**config.mk**
```make
export PLATFORM = sky130hd
export DESIGN_NAME = spc_top
export DESIGN_NICKNAME = d
export VERILOG_FILES = /design/src/design/spc_sync.v /design/src/design/spc_clk_div.v /design/src/design/spc_top.v
export VERILOG_INCLUDE_DIRS = /design/src /design/src/design
export SDC_FILE = /design/constraint.sdc
export NUM_CORES = 1
export LEC_CHECK = 0
export BUFFER_PORTS_ARGS = -buffer_cell sky130_fd_sc_hd__clkbuf_2
export CAP_MARGIN = 10
export CORE_MARGIN = 2
export CORE_UTILIZATION = 45
export CTS_CLUSTER_DIAMETER = 100
export DETAILED_ROUTE_END_ITERATION = 6
export PLACE_DENSITY_LB_ADDON = 0.05
export SYNTH_ARGS = -nofsm -noshare
export SYNTH_HDL_FRONTEND = slang
export SYNTH_HIERARCHICAL = 1
export SYNTH_SLANG_ARGS = --single-unit
```
**constraint.sdc**
```tcl
create_clock -name clk_i -period 3.55 [get_ports clk_i]
set_input_delay 0.1775 -clock clk_i [delete_from_list [all_inputs] [get_ports clk_i]]
set_output_delay 0.1775 -clock clk_i [all_outputs]
set_load 0.05 [all_outputs]
```
**src/design/spc_map.vh**
```
// register offsets, field positions, reset values and wake counts of the sleep clock power block
// What this block does
// - divide clock by 32..256 for codes 0101..1000
// - sleep mode 110 with crystal enters standby
// - standby wakes six clock cycles after event
// - gate bit set stops that peripheral's clock
// - gate bit clear resumes peripheral, state kept
// - gating acts in active, idle; else stopped
// - enabled converter stays enabled during sleep
// - first conversion after re-enable is extended
// - comparator auto-off except idle, noise reduction
// - comparator using reference keeps reference on
// - fuse-enabled brownout detector stays on asleep
// - reference on when detector, comparator, converter need
`ifndef SPC_MAP_VH
`define SPC_MAP_VH
// register offsets
`define SPC_A_DIV 8'h00
`define SPC_A_SLP 8'h01
`define SPC_A_GATE 8'h02
`define SPC_A_ANA 8'h03
`define SPC_A_STAT 8'h04
// address bit that selects the peripheral window
`define SPC_A_PER_BIT 7
// field positions
`define SPC_SLP_EN_BIT 0
`define SPC_ANA_ADC_BIT 0
`define SPC_ANA_ACMP_BIT 1
`define SPC_ANA_BG_BIT 2
// reset values
`define SPC_DIV_RST 4'h0
`define SPC_GATE_RST 8'h00
// highest legal divider select code
`define SPC_DIV_MAX 4'h8
// sleep mode codes
`define SPC_SM_IDLE 3'h0
`define SPC_SM_ADCNR 3'h1
`define SPC_SM_PDOWN 3'h2
`define SPC_SM_PSAVE 3'h3
`define SPC_SM_STBY 3'h6
`define SPC_SM_XSTBY 3'h7
// wake counts in clock cycles
`define SPC_WAKE_STBY 8'h06
`define SPC_WAKE_FAST 8'h01
`define SPC_WAKE_OSC 8'h10
// brownout fuse code that means detector off
`define SPC_BOD_OFF 3'h7
`endif

```
**src/design/spc_sync.v**
```verilog
// two-flip-flop synchroniser for levels that arrive from pins
`timescale 1ns/1ns
`default_nettype none
module spc_sync #(
  parameter W = 1
) (
  // clock and reset
  input wire clk_i,
  input wire rst_i,
  // level from outside the clock domain
  input wire [W-1:0] d_i,
  // synchronised level
  output reg [W-1:0] q_o
);
  // first stage, read only by the second stage
  reg [W-1:0] meta_reg;

  // plain double flop; reset to zero
  always @(posedge clk_i or posedge rst_i)
  begin
    if (rst_i)
    begin
      meta_reg <= {W{1'b0}};
      q_o <= {W{1'b0}};
    end
    else
    begin
      meta_reg <= d_i;
      q_o <= meta_reg;
    end
  end
endmodule // spc_sync
`default_nettype wire

```
**src/design/spc_clk_div.v**
```verilog
// power-of-two clock prescaler giving a one-cycle enable pulse
`timescale 1ns/1ns
`default_nettype none
module spc_clk_div #(
  parameter W = 8
) (
  // clock and reset
  input wire clk_i,
  input wire rst_i,
  // divide by two to the power of sel_i
  input wire [3:0] sel_i,
  // one-cycle enable at the divided rate
  output wire tick_o
);
  // free-running count
  reg [W-1:0] cnt_reg;
  // low bits that must all be ones for a tick
  wire [W-1:0] one_w = {{(W-1){1'b0}}, 1'b1};
  wire [W-1:0] mask_w = (one_w << sel_i) - one_w;

  // a select change takes effect at once; the first period may be short
  assign tick_o = ((cnt_reg & mask_w) == mask_w);

  // counter runs always so the select can change freely
  always @(posedge clk_i or posedge rst_i)
  begin
    if (rst_i)
      cnt_reg <= {W{1'b0}};
    else
      cnt_reg <= cnt_reg + one_w;
  end
endmodule // spc_clk_div
`default_nettype wire

```
**src/design/spc_top.v**
```verilog
// sleep, prescaler, peripheral clock gating and analog power control
//
// The strobed register port and the placing of the registers were left to the implementer.
`timescale 1ns/1ns
`default_nettype none
`include "spc_map.vh"
module spc_top #(
  parameter N_PER = 8,
  parameter [7:0] WAKE_OSC = `SPC_WAKE_OSC
) (
  // clock and reset
  input wire clk_i,
  input wire rst_i,
  // register port
  input wire [7:0] addr_i,
  input wire [7:0] wdata_i,
  input wire wr_i,
  input wire rd_i,
  output reg [7:0] rdata_o,
  // cpu side
  input wire sleep_cmd_i,
  output reg cpu_run_o,
  output reg cpu_clk_en_o,
  // pins and fuses from outside
  input wire wake_i,
  input wire ext_xtal_i,
  input wire [2:0] brownout_level_fuses_i,
  // oscillator control
  output reg osc_run_o,
  // gated peripherals
  input wire [8*N_PER-1:0] per_rdata_i,
  output reg [N_PER-1:0] per_clk_en_o,
  output reg [N_PER-1:0] per_wr_o,
  output reg [N_PER-1:0] per_rd_o,
  output reg [3:0] per_addr_o,
  output reg [7:0] per_wdata_o,
  // analog enables
  input wire adc_conv_done_i,
  output reg adc_en_o,
  output reg adc_ext_conv_o,
  output reg acmp_en_o,
  output reg ref_en_o,
  output reg brownout_detector_en_o
);
  // sleep states, one-hot
  localparam [2:0] ST_RUN = 3'b001;
  localparam [2:0] ST_SLEEP = 3'b010;
  localparam [2:0] ST_WAKE = 3'b100;

  // software registers
  reg [3:0] clk_div_sel_reg; // prescaler select
  reg [2:0] sleep_mode_sel_reg; // sleep mode code
  reg sleep_en_reg; // sleep instruction allowed
  reg [N_PER-1:0] periph_clock_gate_reg; // one bit per peripheral
  reg adc_on_reg; // converter enable
  reg acmp_on_reg; // comparator enable
  reg comparator_bandgap_sel_reg; // comparator uses reference

  // sleep sequencer
  reg [2:0] state_reg;
  reg [2:0] state_next;
  reg [7:0] wake_cnt_reg;
  reg [7:0] wake_cnt_next;
  reg [2:0] mode_reg; // mode latched at sleep entry
  reg [2:0] mode_next;

  // synchronised pin levels
  wire wake_s;
  wire xtal_s;
  wire [2:0] fuse_s;

  // prescaler pulse
  wire div_tick;

  // bus decode
  wire per_hit = addr_i[`SPC_A_PER_BIT];
  wire [2:0] per_idx = addr_i[6:4];
  wire [N_PER-1:0] per_sel;
  wire [N_PER-1:0] per_live;
  reg [7:0] per_rd_mux;
  reg [7:0] rd_next;
  integer k;

  // derived sleep conditions
  wire asleep = ~state_reg[0];
  wire mode_idle = (mode_reg == `SPC_SM_IDLE);
  wire mode_adcnr = (mode_reg == `SPC_SM_ADCNR);
  // standby only counts with a crystal clock; otherwise it acts as power-down
  wire mode_stby = (mode_reg == `SPC_SM_STBY) & xtal_s;
  wire mode_xstby = (mode_reg == `SPC_SM_XSTBY);
  // peripheral clocks may run only in active or idle
  wire per_clk_ok = ~asleep | mode_idle;
  wire bod_on = (fuse_s != `SPC_BOD_OFF);
  // legal sleep mode codes; the two unused codes are refused
  wire mode_ok = (sleep_mode_sel_reg != 3'h4) & (sleep_mode_sel_reg != 3'h5);

  // pin synchronisers
  spc_sync #(
    .W(5)
  ) u_sync (
    .clk_i(clk_i),
    .rst_i(rst_i),
    .d_i({wake_i, ext_xtal_i, brownout_level_fuses_i}),
    .q_o({wake_s, xtal_s, fuse_s})
  );

  // system clock prescaler
  spc_clk_div #(
    .W(8)
  ) u_div (
    .clk_i(clk_i),
    .rst_i(rst_i),
    .sel_i(clk_div_sel_reg),
    .tick_o(div_tick)
  );

  // per-peripheral select and liveness
  genvar g;
  generate
    for (g = 0; g < N_PER; g = g + 1)
    begin : g_per
      // addressed when the window bit is set and the index matches
      assign per_sel[g] = per_hit & (per_idx == g);
      // registers reachable only while the clock is not gated
      assign per_live[g] = ~periph_clock_gate_reg[g];
    end
  endgenerate

  // software register writes
  always @(posedge clk_i or posedge rst_i)
  begin
    if (rst_i)
    begin
      clk_div_sel_reg <= `SPC_DIV_RST;
      sleep_mode_sel_reg <= `SPC_SM_IDLE;
      sleep_en_reg <= 1'b0;
      periph_clock_gate_reg <= {N_PER{1'b0}};
      adc_on_reg <= 1'b0;
      acmp_on_reg <= 1'b0;
      comparator_bandgap_sel_reg <= 1'b0;
    end
    else if (wr_i)
    begin
      case (addr_i)
        `SPC_A_DIV:
        begin
          // reserved codes have no division; such a write is dropped
          if (wdata_i[3:0] <= `SPC_DIV_MAX)
            clk_div_sel_reg <= wdata_i[3:0];
        end
        `SPC_A_SLP:
        begin
          sleep_en_reg <= wdata_i[`SPC_SLP_EN_BIT];
          sleep_mode_sel_reg <= wdata_i[3:1];
        end
        `SPC_A_GATE:
          periph_clock_gate_reg <= wdata_i[N_PER-1:0];
        `SPC_A_ANA:
        begin
          adc_on_reg <= wdata_i[`SPC_ANA_ADC_BIT];
          acmp_on_reg <= wdata_i[`SPC_ANA_ACMP_BIT];
          comparator_bandgap_sel_reg <= wdata_i[`SPC_ANA_BG_BIT];
        end
        default:
        begin
          // other addresses hold no control state
        end
      endcase
    end
  end

  // sleep sequencer next state
  always @*
  begin
    state_next = state_reg;
    wake_cnt_next = wake_cnt_reg;
    mode_next = mode_reg;
    case (state_reg)
      ST_RUN:
      begin
        // sleep instruction is a nop unless enabled with a legal mode
        if (sleep_cmd_i & sleep_en_reg & mode_ok)
        begin
          state_next = ST_SLEEP;
          mode_next = sleep_mode_sel_reg;
        end
      end
      ST_SLEEP:
      begin
        if (wake_s)
        begin
          state_next = ST_WAKE;
          // oscillator kept running means a short fixed wake
          if (mode_stby | mode_xstby)
            wake_cnt_next = `SPC_WAKE_STBY;
          else if (mode_idle | mode_adcnr)
            wake_cnt_next = `SPC_WAKE_FAST;
          else
            wake_cnt_next = WAKE_OSC;
        end
      end
      ST_WAKE:
      begin
        // count down; the core runs again when the count expires
        wake_cnt_next = wake_cnt_reg - 8'h01;
        if (wake_cnt_reg == 8'h01)
          state_next = ST_RUN;
      end
      default:
        state_next = ST_RUN;
    endcase
  end

  // sleep sequencer registers
  always @(posedge clk_i or posedge rst_i)
  begin
    if (rst_i)
    begin
      state_reg <= ST_RUN;
      wake_cnt_reg <= 8'h00;
      mode_reg <= `SPC_SM_IDLE;
    end
    else
    begin
      state_reg <= state_next;
      wake_cnt_reg <= wake_cnt_next;
      mode_reg <= mode_next;
    end
  end

  // core and oscillator controls
  always @(posedge clk_i or posedge rst_i)
  begin
    if (rst_i)
    begin
      cpu_run_o <= 1'b1;
      cpu_clk_en_o <= 1'b0;
      osc_run_o <= 1'b1;
    end
    else
    begin
      cpu_run_o <= state_next[0];
      // core clock pulses at the prescaled rate only while running
      cpu_clk_en_o <= div_tick & state_reg[0];
      // standby with a crystal keeps the oscillator; power-down, power-save and crystal-less standby stop it
      if (state_next == ST_SLEEP)
        osc_run_o <= mode_ok & (mode_next != `SPC_SM_PDOWN) & (mode_next != `SPC_SM_PSAVE)
          & ((mode_next != `SPC_SM_STBY) | xtal_s);
      else
        osc_run_o <= 1'b1;
    end
  end

  // peripheral clocks: prescaled, gated per bit and by sleep mode
  always @(posedge clk_i or posedge rst_i)
  begin
    if (rst_i)
      per_clk_en_o <= {N_PER{1'b0}};
    else
      per_clk_en_o <= {N_PER{div_tick & per_clk_ok}} & ~periph_clock_gate_reg;
  end

  // peripheral strobes, one cycle behind the bus, suppressed when gated
  always @(posedge clk_i or posedge rst_i)
  begin
    if (rst_i)
    begin
      per_wr_o <= {N_PER{1'b0}};
      per_rd_o <= {N_PER{1'b0}};
      per_addr_o <= 4'h0;
      per_wdata_o <= 8'h00;
    end
    else
    begin
      per_wr_o <= {N_PER{wr_i}} & per_sel & per_live;
      per_rd_o <= {N_PER{rd_i}} & per_sel & per_live;
      per_addr_o <= addr_i[3:0];
      per_wdata_o <= wdata_i;
    end
  end

  // peripheral read data, zero when the addressed one is gated
  always @*
  begin
    per_rd_mux = 8'h00;
    for (k = 0; k < N_PER; k = k + 1)
    begin
      if (per_sel[k] & per_live[k])
        per_rd_mux = per_rdata_i[8*k +: 8];
    end
  end

  // read data selection
  always @*
  begin
    rd_next = 8'h00;
    if (per_hit)
      rd_next = per_rd_mux;
    else
    begin
      case (addr_i)
        `SPC_A_DIV:
          rd_next = {4'h0, clk_div_sel_reg};
        `SPC_A_SLP:
          rd_next = {4'h0, sleep_mode_sel_reg, sleep_en_reg};
        `SPC_A_GATE:
          rd_next[N_PER-1:0] = periph_clock_gate_reg;
        `SPC_A_ANA:
          rd_next = {5'h00, comparator_bandgap_sel_reg, acmp_on_reg, adc_on_reg};
        `SPC_A_STAT:
          rd_next = {2'h0, brownout_detector_en_o, ref_en_o, acmp_en_o, adc_ext_conv_o, osc_run_o, asleep};
        default:
          rd_next = 8'h00;
      endcase
    end
  end

  // read data stands for the single cycle after the strobe
  always @(posedge clk_i or posedge rst_i)
  begin
    if (rst_i)
      rdata_o <= 8'h00;
    else if (rd_i)
      rdata_o <= rd_next;
    else
      rdata_o <= 8'h00;
  end

  // analog enables and reference demand
  always @(posedge clk_i or posedge rst_i)
  begin
    if (rst_i)
    begin
      adc_en_o <= 1'b0;
      acmp_en_o <= 1'b0;
      ref_en_o <= 1'b0;
      brownout_detector_en_o <= 1'b0;
    end
    else
    begin
      // converter follows software only, sleep does not touch it
      adc_en_o <= adc_on_reg;
      // comparator is forced off outside idle and noise reduction
      acmp_en_o <= acmp_on_reg & (~asleep | mode_idle | mode_adcnr);
      // detector follows the fuses whatever the sleep state
      brownout_detector_en_o <= bod_on;
      // a comparator wired to the reference holds it on even asleep
      ref_en_o <= bod_on | (acmp_on_reg & comparator_bandgap_sel_reg) | adc_on_reg;
    end
  end

  // extended conversion flag: set on re-enable, cleared by a finished conversion
  always @(posedge clk_i or posedge rst_i)
  begin
    if (rst_i)
      adc_ext_conv_o <= 1'b0;
    else if (wr_i & ~per_hit & (addr_i == `SPC_A_ANA) & wdata_i[`SPC_ANA_ADC_BIT] & ~adc_on_reg)
      adc_ext_conv_o <= 1'b1;
    else if (adc_conv_done_i | ~adc_on_reg)
      adc_ext_conv_o <= 1'b0;
  end
endmodule // spc_top
`default_nettype wire

```
==> summary.txt, run 1 <==
Outcome
  – Status: finished, final reports clean

Yosys
  – Yosys reg bits: 102
  – Post-synth EDFFs: 0
  – Syn_area_per_cell: 11.2 um2
  – Synth top area cells: dfrtp_1 53%, mux2_2 4.3%, nor2_1 3.0%, o21ai_0 1.9%, nand3_1 1.8%
  – Post-Syn Area: 4690 um2
  – Yosys warning total: 6
  – Synth Net Count: 515
  – Post-synthesis xor/xnor area fraction: 0.0131
  – Post-synthesis mux area share: 0.0608
  – Register area share after synthesis: 0.545
  – Ys async rst share: 1.00
  – Synthesized instance count: 420
  – Adder-Cell Fraction of Synth Area: 0.0107
  – Top_reg_cell synth: dfrtp_1
  – Largest family of logic cells by synthesized area: simple AND/OR/NAND/NOR gates
  – Synth top area share: 0.534
  – Yosys cell types: 70
  – Synth area leader: dfrtp_1
  – Simple-Gate Fraction of Synth Area: 0.181
  – Compound-gate portion of the synthesized area: 0.162

GRT
  – M1 GR Usage: 0.302
  – Initial antenna violation count: 0
  – First-pass GRT wire length: 20400 um
  – Vias in the first global route: 3895
  – Largest net degree at the start of global routing: 39
  – GRT Util Overall: 0.236
  – M3 GR Usage: 0.0411
  – GRT overflow: 0
  – Global route hottest layer: met2
  – Met2 GRT Util: 0.391

Placement
  – Worst slack, placed: 1.24 ns
  – Port Buffers: 142
  – GP Congestion: 0.853
  – Post-DP HPWL: 9700 um

Critical path
  – Reg2Reg Depth: 9
  – End of the worst register-to-register path: per_clk_en_o[0]
  – Critical path class: reg2reg
  – CP required: 3.84 ns
  – Flop2flop setup slack: 1.23 ns
  – Reg2reg start: clk_div_sel_reg[3]
  – CP Data Arrival Time: 2.61 ns
  – Worst Setup End Kind: flop
  – Worst Setup Start Kind: flop
  – Worst-path fanout max: 9

Pwr
  – Sw Ratio: 0.328
  – Leakage: 2.81 nW
  – Internal power: 1.74 mW
  – Gate power share: 0.212
  – Flop pwr share: 0.494
  – Clock network fraction of design power: 0.293
  – Peak supply drop: 300 uV
  – Switching pwr: 0.848 mW
  – Pwr dens: 444 nW/um2

Die
  – Initial core utilization: 0.458
  – Die H: 106 um
  – I/O pin total: 143
  – Die area: 11300 um2
  – Std-Cell Rows: 37
  – Core Region: 10200 um2
  – DIE WIDTH: 106 um

Clock network
  – Worst-Skew Late Latency: 0.37 ns
  – Clock Tree Buf Depth: 2
  – H-Tree Depth: 3
  – CTS Buf Count: 9
  – Setup bufs post-CTS: 0
  – Worst-path clk slew: 0.10 ns
  – Clk sinks: 102
  – Root Driver: clkbuf_8
  – TritonCTS clock tree: done

STA
  – Min cycle time layout: 2.32 ns
  – FMAX: 431 MHz
  – Setup ws final: 1.23 ns
  – Worst slew pin tran: 0.687 ns
  – Fin crit share: 0.654
  – RSZ-0062 raised after global routing: false
  – Final Max Slew Viols: 0
  – Final Hold Fails: 0
  – Clock skew: 0.0122 ns
  – Slew headroom: 0.539
  – Setup TNS: 0 ns
  – # setup viols final: 0

Routing
  – Vias: 3936
  – DRC: 0
  – 1st-iter DRT viols: 236
  – Number of detailed-route iterations in the first pass: 4
  – Antenna Nets Post-Route: 0
  – Final WL: 12900 um
  – Routed length per placed instance: 18.2 um
  – DR vias/cell: 5.54

Hold path
  – Hold Path Origin: wdata_i[3]
  – WHS Path Cells: 1
  – Worst Hold End: per_wdata_o[3]
  – Worst hold path type: in2reg

Cells and area
  – Fillers: 900
  – Multi-input logic area: 2000 um2
  – Register Area: 2550 um2
  – ANT cells: 0
  – Nets@finish: 664
  – Layout cells sized above 1: 0.348
  – Syn-to-layout area delta: 24.4%

Run
  – Max Cap Viol: 0
[cells in the mapped netlist (9+ instances only)]
master and n:
dfrtp_1 100, nor2_1 38, nand2_1 21, mux2_2 18
o21ai_0 18, nand3_1 17, nor3_1 15, clkbuf_1 13
inv_1 13, a22oi_1 10, o221ai_1 9, o22ai_1 9
[cell families (layout without fill, tap and decap cells)]
family,count (synthesis),in the layout
AND/OR/NAND/NOR,149,149
flip-flops,102,102
buffers and inverters,32,186
XOR/XNOR,7,7
AO/OA/AOI/OAI,101,101
adder cells (fa/ha/maj),4,4
multiplexers,25,25
[timing repair]
action                    in CTS  in global routing
hold buffers                  12                  0
gates resized for setup        0                  0
hold endpoints to repair      42                  0
[power by group through the flow]
| stage | logic, mW | registers, mW | clock network (mW) |
|---|---|---|---|
| detailed placement | 0.540 | 1.30 | 0 |
| floorplan | 0.156 | 1.51 | 0 |
| CTS | 0.552 | 1.28 | 0.777 |
| global route | 0.588 | 1.29 | 0.819 |
| finish | 0.550 | 1.28 | 0.760 |
| global placement | 0.537 | 1.30 | 0 |
[layout by cell type (no fill, tap or decap), drive strengths merged, types with 3 or more instances in the layout]
| master | count |
|---|---|
| dfrtp | 100 |
| nor3b | 4 |
| nand2 | 21 |
| dlygate4sd3 | 12 |
| o32a | 4 |
| nand2b | 4 |
| o221ai | 9 |
| o21a | 6 |
| inv | 13 |
| a22oi | 10 |
| o211a | 4 |
| xnor2 | 5 |
| or2 | 5 |
| ha | 4 |
| nor2 | 38 |
| nor3 | 18 |
| or3 | 5 |
| nor4b | 4 |
| mux2i | 6 |
| a211oi | 4 |
| clkinv | 5 |
| a221oi | 8 |
| mux2 | 18 |
| o21ai | 19 |
| o22ai | 9 |
| nand3 | 17 |
| clkbuf | 152 |
| and3 | 3 |
| and2 | 4 |
| o211ai | 3 |
| nor4 | 10 |
| a21oi | 6 |
| nor2b | 5 |
[through the flow]
stage          power, mW  hold slack [ns]  cell area, um2  cells  utilization
6_report            2.59           0.0267            5830    710        0.570
5_1_grt             2.69           0.0278            5830    710        0.570
4_1_cts             2.61           0.0150            5830    710        0.570
3_5_place_dp        1.84            0.134            5510    682        0.538
3_3_place_gp        1.84            0.128            5510    682        0.538
2_1_floorplan       1.66         -0.00684            4690    420            -
[per-layer routing]
metal	wire [um]	share of wire
met4	408	0.032
met2	6280	0.49
met5	0	0
met3	688	0.053
met1	5530	0.43
[layout make-up]
type | count | area share
clock buffers | 10 | 0.0236
inverters | 14 | 0.00922
well taps | 136 | 0.0292
flip-flops and latches | 102 | 0.438
clock inverters | 6 | 0.0118
multi-input cells | 286 | 0.343
repair buffers | 156 | 0.145
[worst max-delay path by stage]
stage | start | endpoint
final | clk_div_sel_reg[3] | per_clk_en_o[0]
after global routing | clk_div_sel_reg[3] | per_clk_en_o[0]
after CTS | clk_div_sel_reg[3] | per_clk_en_o[0]
after detailed placement | clk_div_sel_reg[3] | per_clk_en_o[0]
after global placement | addr_i[7] | periph_clock_gate_reg[7]
after floorplan | rst_i | acmp_en_o
[critical path, stage by stage (launching register included)]
cell and delay, ns:
dfrtp_1 0.49, nor3_2 0.24, nand2b_1 0.10, ha_1 0.25
and2_1 0.15, o211ai_1 0.15, a21oi_1 0.10, nor4_2 0.29
o21ai_1 0.29, nor2_1 0.18
Power figures use the tool's default switching activity.
==> run 2, diff against run 1 <==
--- a/config.mk
+++ b/config.mk
@@ -6,6 +6,7 @@
 export SDC_FILE = /design/constraint.sdc
 export NUM_CORES = 1
 export LEC_CHECK = 0
+export ABC_AREA = 1
 export BUFFER_PORTS_ARGS = -buffer_cell sky130_fd_sc_hd__clkbuf_2
 export CAP_MARGIN = 10
 export CORE_MARGIN = 2
==> constraint.sdc (replaced) <==
create_clock -name clk_i -period 2.38 [get_ports clk_i]
set_input_delay 0.119 -clock clk_i [delete_from_list [all_inputs] [get_ports clk_i]]
set_output_delay 0.119 -clock clk_i [all_outputs]
set_load 0.05 [all_outputs]
==> run 2 against run 1 <==
  * Critical path depth is 2 higher
  * Register-to-register slack worse by 0.85 ns
  * Final cell count is 23% higher
  * Maximum frequency is 16% higher
  * Synthesized area is 0.67% higher
  * Combinational power is 84% higher
  * Worst setup slack worse by 0.85 ns
  * Critical endpoint is now per_clk_en_o[1]
  * Largest cell class unchanged
  * Largest power group unchanged
  * Highest routed layer unchanged
==> summary.txt, run 2 <==
Pwr
  – Flop pwr share: 0.484 (-0.010)
  – Internal power: 2.71 mW (+56%)
  – Switching pwr: 1.44 mW (+69%)
  – Gate power share: 0.243 (+0.031)
  – Peak supply drop: 350 uV (+17%)
  – Pwr dens: 694 nW/um2 (+56%)
  – Leakage: 3.18 nW (+13%)
  – Sw Ratio: 0.346 (+0.0185)
  – Clock network fraction of design power: 0.274 (-0.019)
  – Final total power: 4.15 mW (+60%)

Yosys
  – Largest family of logic cells by synthesized area: simple AND/OR/NAND/NOR gates
  – Register area share after synthesis: 0.541 (-0.00361)
  – Post-synth EDFFs: 0 (unchanged)
  – Most instantiated cells after synthesis: 132 x nand2_1, 100 x dfrtp_1, 71 x inv_1
  – Post-synthesis mux area share: 0.00239 (-0.0585)
  – Compound-gate portion of the synthesized area: 0.0787 (-0.0830)
  – Post-Syn Area: 4720 um2 (+0.67%)
  – Ys async rst share: 1.00 (unchanged)
  – Synth top area share: 0.530 (-0.00354)
  – Top_reg_cell synth: dfrtp_1
  – Yosys cell types: 39 (-44%)
  – Yosys reg bits: 102 (unchanged)
  – Syn_area_per_cell: 8.38 um2 (-25%)
  – Synthesized instance count: 563 (+34%)
  – Adder-Cell Fraction of Synth Area: 0.0106 (-0.0000708)
  – Post-synthesis xor/xnor area fraction: 0.0130 (-0.0000867)
  – Simple-Gate Fraction of Synth Area: 0.281 (+0.100)
  – Synth top area cells: dfrtp_1 53%, nand2_1 10%, nand3_1 5.7%, inv_1 5.6%, nor2_1 5.0%
  – Count leader, synth: nand2_1
  – Synth Net Count: 658 (+28%)
  – Synth area leader: dfrtp_1
  – Yosys warning total: 6 (unchanged)

Cells and area
  – Final core utilization: 0.585 (+0.0146)
  – Most frequent cells in the layout: 142 x clkbuf_2, 132 x nand2_1, 100 x dfrtp_1
  – Design Area, Final: 5980 um2 (+2.6%)
  – ANT cells: 0 (unchanged)
  – Nets@finish: 828 (+25%)
  – Layout cells sized above 1: 0.271 (-0.0774)
  – Commonest non-fill, non-tap cell in the layout: clkbuf_2
  – Syn-to-layout area delta: 26.7%
  – Fillers: 964 (+7.1%)

Critical path
  – Worst path most repeated cell: nor2_1
  – Worst Setup End Kind: flop
  – Reg2Reg Depth: 11 (+2)
  – Flop2flop setup slack: 0.38 ns (-0.85 ns)
  – CP required: 2.68 ns (-1.16 ns)
  – Critical path class: reg2reg
  – Worst-path fanout max: 8 (-1)
  – Crit path cell chain: nor2_1 > nand2_1 > ha_1 > nor2_1 > nor2_1 > nand2_1 > nor2_1 > nand3_1 > a21oi_2 > nand2_1 > nor2_1
  – Cell family with most CP delay: simple AND/OR/NAND/NOR gates
  – End of the worst register-to-register path: per_clk_en_o[1]
  – Reg2reg start: clk_div_sel_reg[1]
  – Slowest Stage Delay on Critical Path: 0.47 ns (-0.02 ns)
  – CP max stage cell: dfrtp_1
  – Buf/Inv on CP: 0 (unchanged)
  – CP Data Arrival Time: 2.31 ns (-0.30 ns)
  – Worst Setup Start Kind: flop

Hold path
  – Worst Hold End: rdata_o[1]
  – Hold Path Origin: rd_i
  – WHS Path Cells: 3 (+2)
  – Worst hold path type: in2reg

GRT
  – Vias in the first global route: 4138 (+6.2%)
  – M3 GR Usage: 0.0319 (-0.00920)
  – Initial antenna violation count: 0 (unchanged)
  – M1 GR Usage: 0.308 (+0.00674)
  – GRT Util Overall: 0.230 (-0.00552)
  – Largest net degree at the start of global routing: 48 (+23%)
  – First-pass GRT wire length: 20100 um (-1.7%)
  – Global route hottest layer: met2
  – GRT overflow: 0 (unchanged)
  – Met2 GRT Util: 0.385 (-0.00617)

Die
  – Die H: 106 um (+0.32%)
  – I/O pin total: 143 (unchanged)
  – Std-Cell Rows: 37 (unchanged)
  – Die area: 11300 um2 (+0.64%)
  – DIE WIDTH: 106 um (+0.32%)
  – Initial core utilization: 0.461 (+0.00306)
  – Core Region: 10200 um2 (unchanged)

Clock network
  – CTS Buf Count: 9 (unchanged)
  – Worst-path clk slew: 0.10 ns (about the same)
  – Root Driver: clkbuf_8
  – H-Tree Depth: 3 (unchanged)
  – Setup bufs post-CTS: 0 (unchanged)
  – Post-CTS sizing: 0 (unchanged)
  – Worst-Skew Late Latency: 0.38 ns (about the same)
  – Clock Tree Buf Depth: 2 (unchanged)
  – Clk sinks: 102 (unchanged)
  – TritonCTS clock tree: done

Placement
  – Post-DP HPWL: 9670 um (-0.33%)
  – DP Area: 5600 um2 (+1.6%)
  – GP Congestion: 0.839 (-1.6%)
  – Port Buffers: 142 (unchanged)

STA
  – Clock skew: 0.00976 ns (-0.00246 ns)
  – RSZ-0062 raised after global routing: false
  – # setup viols final: 0 (unchanged)
  – Final Hold Fails: 0 (unchanged)
  – Worst slew pin tran: 0.631 ns (-0.0555 ns)
  – Min cycle time layout: 2.00 ns (-0.319 ns)
  – Fin crit share: 0.841 (+0.187)
  – Final Max Slew Viols: 0 (unchanged)
  – FMAX: 500 MHz (+16%)
  – Slew headroom: 0.577 (+0.0378)
  – Setup TNS: 0 ns (unchanged)

Outcome
  – Status: finished, final reports clean

Routing
  – 1st-iter DRT viols: 254 (+7.6%)
  – Routed length per placed instance: 14.5 um (-20%)
  – Vias: 4211 (+7.0%)
  – DR vias/cell: 4.82 (-13%)
  – Number of detailed-route iterations in the first pass: 4 (unchanged)
  – Final WL: 12600 um (-2.1%)
  – Antenna Nets Post-Route: 0 (unchanged)
  – DRC: 0 (unchanged)

Run
  – Max Cap Viol: 0 (unchanged)
## run 2: changes by cell type after synthesis, moves of 10 or more
| cell | change |
|---|---|
| nand2_1 | +111 |
| inv_1 | +58 |
| nand3_1 | +37 |
| nor2_1 | +25 |
| mux2_2 | -18 |
| o21ai_1 | +18 |
| clkbuf_1 | -12 |
| inv_2 | +12 |
| a21oi_1 | +10 |
| a22oi_1 | -10 |
| nor3_1 | -10 |
## run 2: worst reg2reg max path, stage by stage (launching register included)
cell	delay, ns
dfrtp_1	0.47
nor2_1	0.25
nand2_1	0.10
ha_1	0.29
nor2_1	0.04
nor2_1	0.09
nand2_1	0.05
nor2_1	0.10
nand3_1	0.09
a21oi_2	0.13
nand2_1	0.18
nor2_1	0.15
## run 2: cell type report
type / count / area, um2 / share of cell area
Sequential cell: 102 / 2550 / 0.427
Clock buffer: 10 / 138 / 0.0230
Inverter: 86 / 327 / 0.0546
Multi-Input combinational cell: 372 / 1820 / 0.304
Timing Repair Buffer: 162 / 906 / 0.151
Tap cell: 136 / 170 / 0.0284
Clock inverter: 6 / 67.6 / 0.0113
## run 2: routing by layer
metal	part of all wire	wire, um	vias up
met2	0.48	6130	130
li1	-	-	2131
met5	0	0	-
met4	0.016	208	0
met1	0.44	5620	1938
met3	0.054	685	12
## run 2: worst max path at each step
stage / startpoint / end / slack [ns] / depth (start not counted)
2_1_floorplan: rst_i / acmp_en_o / 0.1 / 1
3_3_place_gp: clk_div_sel_reg[1] / per_clk_en_o[4] / 0.49 / 11
3_5_place_dp: clk_div_sel_reg[1] / per_clk_en_o[1] / 0.43 / 11
4_1_cts: clk_div_sel_reg[1] / per_clk_en_o[1] / 0.40 / 11
5_1_grt: clk_div_sel_reg[1] / per_clk_en_o[5] / 0.13 / 11
6_report: clk_div_sel_reg[1] / per_clk_en_o[1] / 0.38 / 11
## run 2: power by group through the flow
| stage | Sequential (mW) | Combinational (mW) | Clock (mW) |
|---|---|---|---|
| final | 2.01 | 1.01 | 1.14 |
| after global routing | 2.02 | 1.11 | 1.23 |
| after CTS | 2.01 | 1.01 | 1.16 |
| after detailed placement | 2.04 | 0.988 | 0 |
| after global placement | 2.04 | 0.976 | 0 |
| after floorplan | 2.29 | 0.423 | 0 |
## run 2: timing repair
action                     in CTS  in global routing
hold buffers                   18                  0
hold endpoints to repair      118                  0
setup endpoints to repair       0                  0
## run 2: cells by family after synthesis
group           count (synthesis)
flops                         102
fa+ha+maj                       4
buf+inv                        89
simple gates                  290
xor+xnor                        7
mux                             1
compound gates                 70
## run 2: stage by stage
step	hold slack [ns]	instances	worst slack, ns
after floorplan	-0.0653	563	0.0992
after global placement	0.122	840	0.491
final	0.0221	874	0.379
after detailed placement	0.123	840	0.431
after global routing	0.0307	874	0.126
after CTS	0.0176	874	0.401
